<file path="src/rtl/rxr_pkg.sv">
package rxr_pkg;
    // register byte offsets, queue 0
    localparam logic [15:0] A_LEN    = 16'h2808;
    localparam logic [15:0] A_HEAD   = 16'h2810;
    localparam logic [15:0] A_TAIL   = 16'h2818;
    localparam logic [15:0] A_DLY    = 16'h2820;
    localparam logic [15:0] A_THR    = 16'h2828;
    localparam logic [15:0] Q_STRIDE = 16'h0100;
    // field positions
    localparam int LEN_LSB  = 7;
    localparam int LEN_MSB  = 19;
    localparam int FPD_BIT  = 31;
    localparam int HOST_LSB = 8;
    localparam int WB_LSB   = 16;
    localparam int UNIT_BIT = 24;
    // reset values
    localparam logic [5:0] WB_RST = 6'h01;
    // delay tick: 1.024 us at 100 MHz, rounded down
    localparam int TICK_NS = 1024;
    localparam int CLK_MHZ = 100;
    localparam logic [6:0] TICK_CYC = 7'(TICK_NS * CLK_MHZ / 1000);
    // threshold control fields
    typedef struct packed {
        logic       unit;
        logic [5:0] wb;
        logic [5:0] host;
        logic [5:0] pre;
    } rxr_thr_s;
    // packet delay countdown states
    typedef enum logic [1:0] {
        TM_IDLE = 2'b01,
        TM_RUN  = 2'b10
    } rxr_tm_e;
endpackage

</file>
<file path="src/rtl/rxr_engine.sv">
// The Avalon-MM interface to the registers was left to the implementer.
module rxr_engine #(
    parameter int NQ = 2                                  // receive queues
) (
    input  wire logic        clk_sys,          // system clock
    input  wire logic        srst,             // sync reset, high
    input  wire logic [15:0] avs_address,      // byte address
    input  wire logic        avs_read,         // read request
    input  wire logic        avs_write,        // write request
    input  wire logic [31:0] avs_writedata,    // write data
    output logic      [31:0] avs_readdata,     // read data
    output logic             avs_waitrequest,  // stall
    input  wire logic        rx_enable,        // receive enable bit
    input  wire logic [7:0]  cl_desc,          // cache line in descriptors
    input  wire logic        pkt_done,         // packet in memory
    input  wire logic        abs_fire,         // absolute timer fired
    output logic    [NQ-1:0] fetch_req,        // prefetch wanted
    input  wire logic [NQ-1:0] fetch_ack,      // one descriptor fetched
    input  wire logic [NQ-1:0] desc_done,      // one descriptor processed
    output logic    [NQ-1:0] wb_req,           // write-back wanted
    input  wire logic [NQ-1:0] wb_ack,         // all pending written back
    output logic             timer_cause       // receive timer cause
);
    import rxr_pkg::*;

    // address match for a queue
    function automatic logic hit(input logic [15:0] a, input logic [15:0] off,
                                 input int q);
        return a == off + 16'(q) * Q_STRIDE;
    endfunction
    // threshold to descriptors
    function automatic logic [13:0] to_desc(input logic [5:0] v, input logic u,
                                            input logic [7:0] cl);
        return u ? {8'h00, v} : v * cl;
    endfunction
    logic        ack_reg, ack_next;                 // one wait cycle done
    logic [31:0] rd_reg, rd_next;                   // read data
    logic        wr_acc;                            // write taken
    logic [15:0] a;                                 // address alias
    logic [31:0] wd;                                // data alias
    logic [12:0] len_reg [NQ], len_next [NQ];       // ring length field
    logic [15:0] head_reg [NQ], head_next [NQ];     // head pointer
    logic [15:0] tail_reg [NQ], tail_next [NQ];     // tail pointer
    rxr_thr_s    thr_reg [NQ], thr_next [NQ];       // thresholds
    logic [6:0]  on_reg [NQ], on_next [NQ];         // on-chip unprocessed
    logic [6:0]  wbc_reg [NQ], wbc_next [NQ];       // ready for write-back
    logic [NQ-1:0] fl_reg, fl_next;                 // flush pending
    logic [15:0] avail [NQ];                        // free in host memory
    logic [13:0] pth [NQ], hth [NQ], wth [NQ];      // levels in descriptors
    rxr_tm_e     tm_reg, tm_next;                   // countdown state
    logic [15:0] dly_reg, dly_next;                 // packet delay value
    logic [15:0] cnt_reg, cnt_next;                 // countdown
    logic [6:0]  pre_reg, pre_next;                 // tick prescaler
    logic        cause_reg, cause_next;             // timer cause pulse
    logic        expire, fpd_wr;                    // expired, flush bit written
    assign a  = avs_address;
    assign wd = avs_writedata;
    assign wr_acc = ack_reg & avs_write;
    assign avs_waitrequest = (avs_read | avs_write) & ~ack_reg;
    assign avs_readdata = rd_reg;
    assign timer_cause  = cause_reg;

    // bus slave: one wait cycle, readback mux
    always_comb
    begin
        ack_next = (avs_read | avs_write) & ~ack_reg;
        rd_next  = rd_reg;
        if (ack_next)
        begin
            rd_next = 32'h0000_0000;                      // unmapped reads zero
            for (int q = 0; q < NQ; q++)
            begin
                if (hit(a, A_LEN, q))
                    rd_next = {12'h000, len_reg[q], 7'h00};
                if (hit(a, A_HEAD, q))
                    rd_next = {16'h0000, head_reg[q]};
                if (hit(a, A_TAIL, q))
                    rd_next = {16'h0000, tail_reg[q]};
                if (hit(a, A_THR, q))
                    rd_next = {7'h00, thr_reg[q].unit, 2'h0, thr_reg[q].wb, 2'h0,
                               thr_reg[q].host, 2'h0, thr_reg[q].pre};
            end
            if (a == A_DLY)
                rd_next = {16'h0000, dly_reg};
        end
    end

    // bus registers
    always_ff @(posedge clk_sys)
    begin
        if (srst)
        begin
            ack_reg <= 1'b0;
            rd_reg  <= 32'h0000_0000;
        end
        else
        begin
            ack_reg <= ack_next;
            rd_reg  <= rd_next;
        end
    end

    // per-queue ring state
    always_comb
    begin
        for (int q = 0; q < NQ; q++)
        begin
            len_next[q]  = len_reg[q];
            head_next[q] = head_reg[q];
            tail_next[q] = tail_reg[q];
            thr_next[q]  = thr_reg[q];
            on_next[q]   = on_reg[q];
            wbc_next[q]  = wbc_reg[q];
            pth[q] = to_desc(thr_reg[q].pre, thr_reg[q].unit, cl_desc);
            hth[q] = to_desc(thr_reg[q].host, thr_reg[q].unit, cl_desc);
            wth[q] = to_desc(thr_reg[q].wb, thr_reg[q].unit, cl_desc);
            // free count, head equal tail means none
            if (tail_reg[q] >= head_reg[q])
                avail[q] = tail_reg[q] - head_reg[q];
            else
                avail[q] = tail_reg[q] + {len_reg[q], 3'b000} - head_reg[q];
            fetch_req[q] = rx_enable && ({7'h00, on_reg[q]} < pth[q])
                           && ({2'b00, hth[q]} <= avail[q]) && (avail[q] != 16'h0000);
            wb_req[q] = (wbc_reg[q] != 7'h00)
                        && (fl_reg[q] || ({7'h00, wbc_reg[q]} >= wth[q]));
            fl_next[q] = expire | abs_fire | (fl_reg[q] & ~wb_ack[q]);
            // software writes
            if (wr_acc && hit(a, A_LEN, q))
                len_next[q] = wd[LEN_MSB:LEN_LSB];
            if (wr_acc && hit(a, A_TAIL, q))
                tail_next[q] = wd[15:0];
            if (wr_acc && (hit(a, A_THR, q) || (q == 1 && hit(a, A_THR, 0))))
            begin
                thr_next[q].unit = wd[UNIT_BIT];
                thr_next[q].wb   = wd[WB_LSB+5:WB_LSB];
                thr_next[q].host = wd[HOST_LSB+5:HOST_LSB];
                thr_next[q].pre  = wd[5:0];
            end
            // head advance with wrap, or software load
            if (wr_acc && hit(a, A_HEAD, q))
                head_next[q] = wd[15:0];
            else if (fetch_ack[q] && fetch_req[q])
            begin
                if (head_reg[q] + 16'h0001 >= {len_reg[q], 3'b000})
                    head_next[q] = 16'h0000;
                else
                    head_next[q] = head_reg[q] + 16'h0001;
            end
            // on-chip count
            case ({fetch_ack[q] & fetch_req[q], desc_done[q]})
                2'b10:   on_next[q] = on_reg[q] + 7'h01;
                2'b01:   on_next[q] = on_reg[q] - 7'h01;
                default: on_next[q] = on_reg[q];
            endcase
            // write-back count, ack clears it; a new descriptor in the same cycle restarts it at one
            if (wb_ack[q])
                wbc_next[q] = {6'h00, desc_done[q]};
            else if (desc_done[q])
                wbc_next[q] = wbc_reg[q] + 7'h01;
        end
    end

    // per-queue registers
    always_ff @(posedge clk_sys)
    begin
        for (int q = 0; q < NQ; q++)
        begin
            if (srst)
            begin
                len_reg[q]  <= 13'h0000;
                head_reg[q] <= 16'h0000;
                tail_reg[q] <= 16'h0000;
                thr_reg[q]  <= '{unit: 1'b0, wb: WB_RST, host: 6'h00, pre: 6'h00};
                on_reg[q]   <= 7'h00;
                wbc_reg[q]  <= 7'h00;
                fl_reg[q]   <= 1'b0;
            end
            else
            begin
                len_reg[q]  <= len_next[q];
                head_reg[q] <= head_next[q];
                tail_reg[q] <= tail_next[q];
                thr_reg[q]  <= thr_next[q];
                on_reg[q]   <= on_next[q];
                wbc_reg[q]  <= wbc_next[q];
                fl_reg[q]   <= fl_next[q];
            end
        end
    end

    // packet delay countdown
    always_comb
    begin
        tm_next  = tm_reg;
        cnt_next = cnt_reg;
        pre_next = pre_reg;
        expire   = 1'b0;
        dly_next = dly_reg;
        fpd_wr   = wr_acc && (a == A_DLY) && wd[FPD_BIT];
        if (wr_acc && a == A_DLY)
            dly_next = wd[15:0];
        case (tm_reg)
            TM_RUN:
            begin
                pre_next = (pre_reg == TICK_CYC - 7'h01) ? 7'h00 : pre_reg + 7'h01;
                if (pre_reg == TICK_CYC - 7'h01)
                begin
                    cnt_next = cnt_reg - 16'h0001;
                    if (cnt_reg <= 16'h0001)
                    begin
                        expire  = 1'b1;
                        tm_next = TM_IDLE;
                    end
                end
            end
            TM_IDLE: pre_next = 7'h00;
            default: tm_next = TM_IDLE;
        endcase
        if (abs_fire)
        begin
            expire   = 1'b0;
            tm_next  = TM_IDLE;
            cnt_next = dly_reg;
            pre_next = 7'h00;
        end
        if (pkt_done)
        begin
            if (dly_reg == 16'h0000)
                expire = 1'b1;
            else
            begin
                tm_next  = TM_RUN;
                cnt_next = dly_reg;
                pre_next = 7'h00;
            end
        end
        if (fpd_wr)
        begin
            expire  = 1'b1;
            tm_next = TM_IDLE;
        end
        cause_next = expire;
    end

    // countdown registers
    always_ff @(posedge clk_sys)
    begin
        if (srst)
        begin
            tm_reg    <= TM_IDLE;
            dly_reg   <= 16'h0000;
            cnt_reg   <= 16'h0000;
            pre_reg   <= 7'h00;
            cause_reg <= 1'b0;
        end
        else
        begin
            tm_reg    <= tm_next;
            dly_reg   <= dly_next;
            cnt_reg   <= cnt_next;
            pre_reg   <= pre_next;
            cause_reg <= cause_next;
        end
    end
endmodule

</file>
<file path="config.mk">
export PLATFORM = sky130hd
export DESIGN_NAME = rxr_engine
export DESIGN_NICKNAME = d
export VERILOG_FILES = /design/src/rtl/rxr_pkg.sv /design/src/rtl/rxr_engine.sv
export SDC_FILE = /design/constraint.sdc
export NUM_CORES = 1
export LEC_CHECK = 0
export ABC_AREA = 1
export BUFFER_PORTS_ARGS = -buffer_cell sky130_fd_sc_hd__buf_2
export CORE_UTILIZATION = 40
export CTS_BUF_LIST = sky130_fd_sc_hd__clkbuf_16
export DETAILED_ROUTE_END_ITERATION = 10
export PLACE_DENSITY_LB_ADDON = 0.1
export SKIP_CTS_REPAIR_TIMING = 1
export SLEW_MARGIN = 5
export SYNTH_ARGS = -nofsm -noshare
export SYNTH_HDL_FRONTEND = slang
export SYNTH_SLANG_ARGS = --single-unit
</file>
<file path="constraint.sdc">
create_clock -name clk_sys -period 9.8 [get_ports clk_sys]
set_input_delay 1.96 -clock clk_sys [delete_from_list [all_inputs] [get_ports clk_sys]]
set_output_delay 1.96 -clock clk_sys [all_outputs]
set_load 0.1 [all_outputs]
</file>
==> results of run 1 <==
[per-stage QoR]
| step | utilization | worst slack (ns) | power, W |
|---|---|---|---|
| finish | 0.4395 | 0.5965 | 0.004814 |
| global route | 0.4395 | 0.08353 | 0.005224 |
| CTS | 0.4395 | 0.5817 | 0.004810 |
| detailed placement | 0.4232 | 0.6065 | 0.003564 |
| global placement | 0.4232 | 0.5773 | 0.003557 |
| floorplan | - | 0.4842 | 0.002936 |
[how the worst max path moves through the flow]
| stage | depth (start not counted) | endpoint | slack [ns] |
|---|---|---|---|
| after floorplan | 33 | fetch_req[0] | 0.48 |
| after global placement | 33 | fetch_req[0] | 0.58 |
| after detailed placement | 33 | fetch_req[0] | 0.61 |
| after CTS | 33 | fetch_req[0] | 0.58 |
| after global routing | 31 | fetch_req[1] | 0.08 |
| final | 33 | fetch_req[0] | 0.60 |
[kinds of logic after synthesis]
logic type                 after synthesis  share of synthesized area
DFF                                    224                     0.1667
buffers and inverters                 1024                     0.1464
and+or+nand+nor                       1497                     0.2293
AOI/OAI and AO/OA                      746                     0.1564
adders and majority gates              481                     0.2745
other                                    1                  0.0001394
muxes                                    4                   0.001488
xor gates and xnor gates                77                    0.02507
[power groups by stage]
stage	clock network, W	logic, W	registers [W]
after floorplan	0	0.00188	0.00106
after global placement	0	0.00250	0.00106
after detailed placement	0	0.00251	0.00106
after CTS	0.00125	0.00252	0.00104
after global routing	0.00129	0.00289	0.00104
final	0.00123	0.00255	0.00104
[synthesized netlist by cell type, types with 17 or more instances]
cell / count
nand2_1: 921
inv_1: 853
a21oi_1: 310
ha_1: 299
nor2_1: 285
o21ai_0: 255
dfxtp_1: 224
fa_1: 182
nand3_1: 174
clkbuf_1: 131
xor2_1: 46
nor3_1: 40
xnor2_1: 31
o22ai_1: 28
nand4_1: 26
o221ai_1: 21
a221oi_1: 20
o211ai_1: 17
[cell type report]
class | instances | share of cell area
well taps | 864 | 0.03722
inverters | 864 | 0.1117
clock buffers | 30 | 0.02584
repair buffers | 114 | 0.02231
multi-input cells | 2814 | 0.6374
clock inverters | 25 | 0.01111
flip-flops and latches | 224 | 0.1544
[worst max-delay path: cells and delay by family]
kind                     cells  cell delay, ns
AO/OA/AOI/OAI                5            0.73
buffers and inverters        6            0.77
adder cells (fa/ha/maj)      5            2.18
AND/OR/NAND/NOR             17            1.58
[routing by layer]
metal | global-route usage | part of all wire | wire length, microns
met1 | 0.3552 | 0.47 | 40530
met2 | 0.4224 | 0.45 | 39080
met3 | 0.03058 | 0.058 | 4982
met4 | 0.04651 | 0.019 | 1638
met5 | 0 | 0 | 0
==> key figures, run 1 <==
Status
  • Run status: finished, violations left
  • Failing checks: DRC

Final layout
  • N_diodes: 0
  • Most frequent cells in the layout: nand2_1 (920), inv_1 (856), a21oi_1 (310), ha_1 (299), nor2_1 (284)
  • Finished Layout Cells: 4,935
  • Area occupied by registers: approximately 0.0045 sq mm
  • Area of the multi-input gates: roughly 0.019 sq mm
  • Number of flip-flops in the largest register: 38
  • Filler cell count: around 7.1k
  • Number of nets in the layout: 4,598
  • Synthesis-to-finish area growth: 7.966%
  • Layout cell share with drive strength beyond 1: 0.04913
  • Leading cell type in the layout, fill and taps excluded: nand2_1
  • Design area: between 0.02 and 0.03 sq mm

Clock network
  • CTS buffer count: 30
  • H-tree level count: 1
  • Clock sink count: 224
  • CTS tree: built
  • Skew-Pair Late Insertion Delay: 0.63 ns
  • Reg clk slew, reported paths: approximately 0.060 ns
  • CTS root buffer: clkbuf_16
  • Clock buffer depth: 3

Die
  • Core Box Area: 0.06610 sq mm
  • DIE HEIGHT: 261.3 microns
  • DIE AREA: 0.06830 sq mm
  • Num ports: about 110
  • Chip width: 261.3 microns
  • Initial core utilization: 0.4070
  • Row cnt: 94

Synthesis
  • Avg Cell Area, Syn: about 6.6 sq um
  • Syn Inst Count: a little over 4k
  • Post-synth EDFFs: 0
  • Synthesized flop and latch total: 224
  • Asr flop ratio synth: 0
  • Synth Flop Type: dfxtp_1
  • Synth top area share: 0.1667
  • Yosys top cell by area: dfxtp_1
  • Sequential area share after synthesis: 0.1667
  • Yosys cell types: 56
  • Mapped Area: 0.02690 sq mm
  • Warnings from Yosys: 0
  • Synth area leaders: dfxtp_1 (17%), ha_1 (14%), fa_1 (14%), nand2_1 (13%), inv_1 (12%)

Critical path
  • Worst Path Max Fanout: 17
  • Crit Path Class: input pin to primary output
  • WP data arrival: about 7.2 ns
  • Worst r2r src: thr_reg[0][10]$_SDFFE_PP0P_
  • Worst reg2reg endpoint: on_reg[0][6]$_SDFFE_PP0P_
  • Slowest stage cell, crit path: fa_1
  • Reg2Reg Setup Slack: 2.43 ns
  • CP dominant cell by count: nand2_1
  • CP Launch Point: cl_desc[2]
  • CP peak stage delay: between 0.5 and 0.6 ns
  • Req. time, crit path: approximately 7.8 ns
  • Worst setup EP type: primary output
  • Reg2Reg Depth: 42
  • Startpoint types: input pin

Detailed routing
  • Initial drt markers: 1,813
  • DRC viols: 4
  • Vias after detailed routing: roughly 25k
  • Final WL: between 80 and 90 mm
  • Vias/cell: between 5 and 6
  • Pre-Repair DR Iteration Count: 9
  • Detail Route Antenna Nets: 0
  • WL/cell: 17.47 microns

Power and ir drop
  • Cell internal pwr: between 0.002 and 0.003 W
  • Seq pwr share: 0.215
  • Power Dens Cells: ~170 mW/mm^2
  • Leakage: about 16 nW
  • Combinational power share: 0.529
  • Clk pwr share: 0.256
  • Switching power: 0.002277 W
  • Worst vdd ir: ~0.18 mV
  • Net Sw Frac: 0.4730

STA
  • Tcrit/Tclk final: 0.9391
  • Final setup TNS: 0 ns
  • Slew Limit Headroom: 0.1957
  • Max Freq: roughly 110 MHz
  • Worst Max-Slew Pin Slew: around 1.2 ns
  • Worst Skew: 0.04150 ns
  • Final Hold Vio Count: 0
  • Min Tclk post-route: 9.203 ns
  • Min Hold Slack: ~0.46 ns
  • Max-slew violation count: 0
  • Final setup fails: 0
  • RSZ-0062 raised after global routing: false

Min path
  • WHS Endpoint: avs_readdata[21]$_SDFFE_PP0P_
  • Hold_sp: avs_readdata[21]$_SDFFE_PP0P_
  • Min-Delay Path Class: register to register
  • Cells on Worst Hold Path: 2

Global route
  • Initial antenna violation count: 4
  • Vias in the first global route: approximately 24k
  • Largest net degree at the start of global routing: slightly below 80
  • First-pass GRT wire length: 135.8 mm
  • All-Layer GR Usage: 0.2543
  • GR Overflow Total: 0

Place
  • GPL Wtd Cong: between 0.9 and 1
  • Detail Placement HPWL: approximately 70 mm
  • Post-DP Area: around 0.028 sq mm
  • Placed cell count: just under 5k
  • I/O Buffers: 89

Run
  • Max-cap violations: 0
(Power assumes the default switching activity.)
==> run 2: changes to the inputs <==
==> constraint.sdc (replaced) <==
create_clock -name clk_sys -period 8.4 [get_ports clk_sys]
set_input_delay 1.68 -clock clk_sys [delete_from_list [all_inputs] [get_ports clk_sys]]
set_output_delay 1.68 -clock clk_sys [all_outputs]
set_load 0.1 [all_outputs]
==> run 2 against run 1 <==
The run still ends with DRC left; worst hold slack about the same; sequential power up 16%; sequential share of layout area is 0.20 points lower; critical path depth decreased by 3; count of clock-buffer cells in the layout is 1 higher; via count up 0.87%; power increased by 16%; final cell count rose by 0.91%; critical path type unchanged; highest routed layer unchanged.
==> key figures, run 2 (synthesis results as in run 1) <==
Detailed routing
  • Initial drt markers: around 1.7k
  • WL/cell: roughly 17 microns
  • Detail Route Antenna Nets: 0
  • Final WL: 86.79 mm
  • Pre-Repair DR Iteration Count: 9
  • Vias after detailed routing: approximately 25k
  • Vias/cell: about 5
  • DRC viols: 2

STA
  • Worst Skew: approximately 0.011 ns
  • Max-slew violation count: 0
  • Final setup TNS: 0 ns
  • Final setup fails: 0
  • Slew Limit Headroom: 0.2070
  • Tcrit/Tclk final: 0.9705
  • Min Tclk post-route: 8.153 ns
  • Final Hold Vio Count: 0
  • Min Hold Slack: between 0.4 and 0.5 ns
  • Max Freq: about 120 MHz
  • Worst Max-Slew Pin Slew: between 1 and 1.5 ns

Die
  • Initial core utilization: 0.4070
  • Core Box Area: roughly 0.066 sq mm
  • DIE AREA: slightly below 0.07 sq mm
  • Row cnt: 94
  • Num ports: around 110
  • Chip width: 261.3 microns
  • DIE HEIGHT: approximately 260 microns

Power and ir drop
  • Worst vdd ir: between 0.15 and 0.2 mV
  • Combinational power share: 0.547
  • Power Dens Cells: 189.1 mW/mm^2
  • Leakage: between 15 and 20 nW
  • Pwr Total: about 0.0056 W
  • Seq pwr share: 0.217
  • Clk pwr share: 0.236
  • Switching power: approximately 0.0027 W
  • Cell internal pwr: 0.002864 W
  • Net Sw Frac: 0.4855

Status
  • Failing checks: DRC
  • Run status: finished, violations left

Critical path
  • Reg2Reg Depth: 38
  • CP peak stage delay: between 0.5 and 0.6 ns
  • Worst Path Max Fanout: 8
  • Slowest stage cell, crit path: fa_1
  • Reg2Reg Setup Slack: approximately 1.4 ns
  • WP data arrival: about 6.5 ns
  • Req. time, crit path: about 6.7 ns
  • Worst setup EP type: primary output
  • Crit Path Class: input pin to primary output
  • Worst reg2reg endpoint: on_reg[1][6]$_SDFFE_PP0P_
  • Startpoint types: input pin
  • Worst r2r src: thr_reg[1][10]$_SDFFE_PP0P_

Final layout
  • Number of nets in the layout: 4,642
  • Number of flip-flops in the largest register: 38
  • Finished Layout Cells: roughly 5k
  • Area of the multi-input gates: about 0.019 sq mm
  • Design area: between 0.02 and 0.03 sq mm
  • Area occupied by registers: around 0.0045 sq mm
  • Filler cell count: just over 7k
  • N_diodes: 0
  • Synthesis-to-finish area growth: 9.399%
  • Leading cell type in the layout, fill and taps excluded: nand2_1
  • Layout cell share with drive strength beyond 1: 0.06438
  • Most frequent cells in the layout: nand2_1 (917), inv_1 (861), a21oi_1 (306), ha_1 (294), nor2_1 (283)

Run
  • Max-cap violations: 0

Clock network
  • Reg clk slew, reported paths: roughly 0.060 ns
  • Skew-Pair Late Insertion Delay: approximately 0.62 ns
  • CTS buffer count: 31
  • CTS root buffer: clkbuf_16
  • CTS tree: built
  • Clock sink count: between 200 and 250
  • H-tree level count: 1
  • Clock buffer depth: 3

Global route
  • All-Layer GR Usage: 0.2551
  • Largest net degree at the start of global routing: between 60 and 70
  • GR Overflow Total: 0
  • Initial antenna violation count: 3
  • First-pass GRT wire length: 136.1 mm
  • Vias in the first global route: between 20k and 25k

Min path
  • WHS Endpoint: avs_readdata[21]$_SDFFE_PP0P_
  • Hold_sp: avs_readdata[21]$_SDFFE_PP0P_
  • Min-Delay Path Class: register to register
  • Cells on Worst Hold Path: 2

Place
  • Detail Placement HPWL: a little under 70 mm
  • I/O Buffers: 89
  • GPL Wtd Cong: slightly above 0.9
  • Post-DP Area: approximately 0.028 sq mm
  • Placed cell count: ~5k
[run 2: changes by cell type in the layout (fill, tap and decap cells not counted), moves of 5 or more]
cell	change
bufinv_16	-5
buf_4	+47
inv_1	+5
buf_2	-7
ha_1	-5
ha_4	+5
[run 2: through the flow]
step | worst slack [ns] | util
final | 0.2474 | 0.4453
after global routing | -0.01710 | 0.4453
after CTS | 0.01644 | 0.4430
after detailed placement | 0.05461 | 0.4283
after global placement | 0.03283 | 0.4283
after floorplan | -0.06934 | -
[run 2: worst max path at each step]
stage | from | endpoint | cells after the start
3_3_place_gp | cl_desc[4] | fetch_req[0] | 33
2_1_floorplan | cl_desc[3] | fetch_req[0] | 33
6_report | cl_desc[3] | fetch_req[1] | 30
3_5_place_dp | cl_desc[2] | fetch_req[0] | 33
5_1_grt | cl_desc[3] | fetch_req[1] | 30
4_1_cts | cl_desc[2] | fetch_req[0] | 33
[run 2: cell type report]
class,instances,area share
clock buffer,31,0.02636
clock inverter,26,0.006717
inverter,864,0.1103
multi-input combinational,2814,0.6331
sequential,224,0.1524
tap,864,0.03673
timing repair buffer,157,0.03443
[run 2: critical path: cells and delay by family]
family,cells,cell delay [ns]
AND/OR/NAND/NOR,10,1.02
adder cells (fa/ha/maj),5,2.01
AO/OA/AOI/OAI,8,1.03
buffers and inverters,7,0.72
[run 2: metal layers]
metal	share of wire	vias to the layer above	global-route usage
li1	-	12870	-
met1	0.47	11820	0.3603
met2	0.45	613	0.4168
met3	0.058	101	0.02981
met4	0.022	0	0.05297
met5	0	-	0
[run 2: power groups by stage]
stage	Combinational [W]	Clock (W)	Sequential [W]
after global placement	0.00296	0	0.00123
after floorplan	0.00219	0	0.00123
after CTS	0.00299	0.00134	0.00121
after detailed placement	0.00297	0	0.00123
after global routing	0.00345	0.00138	0.00122
final	0.00305	0.00131	0.00121
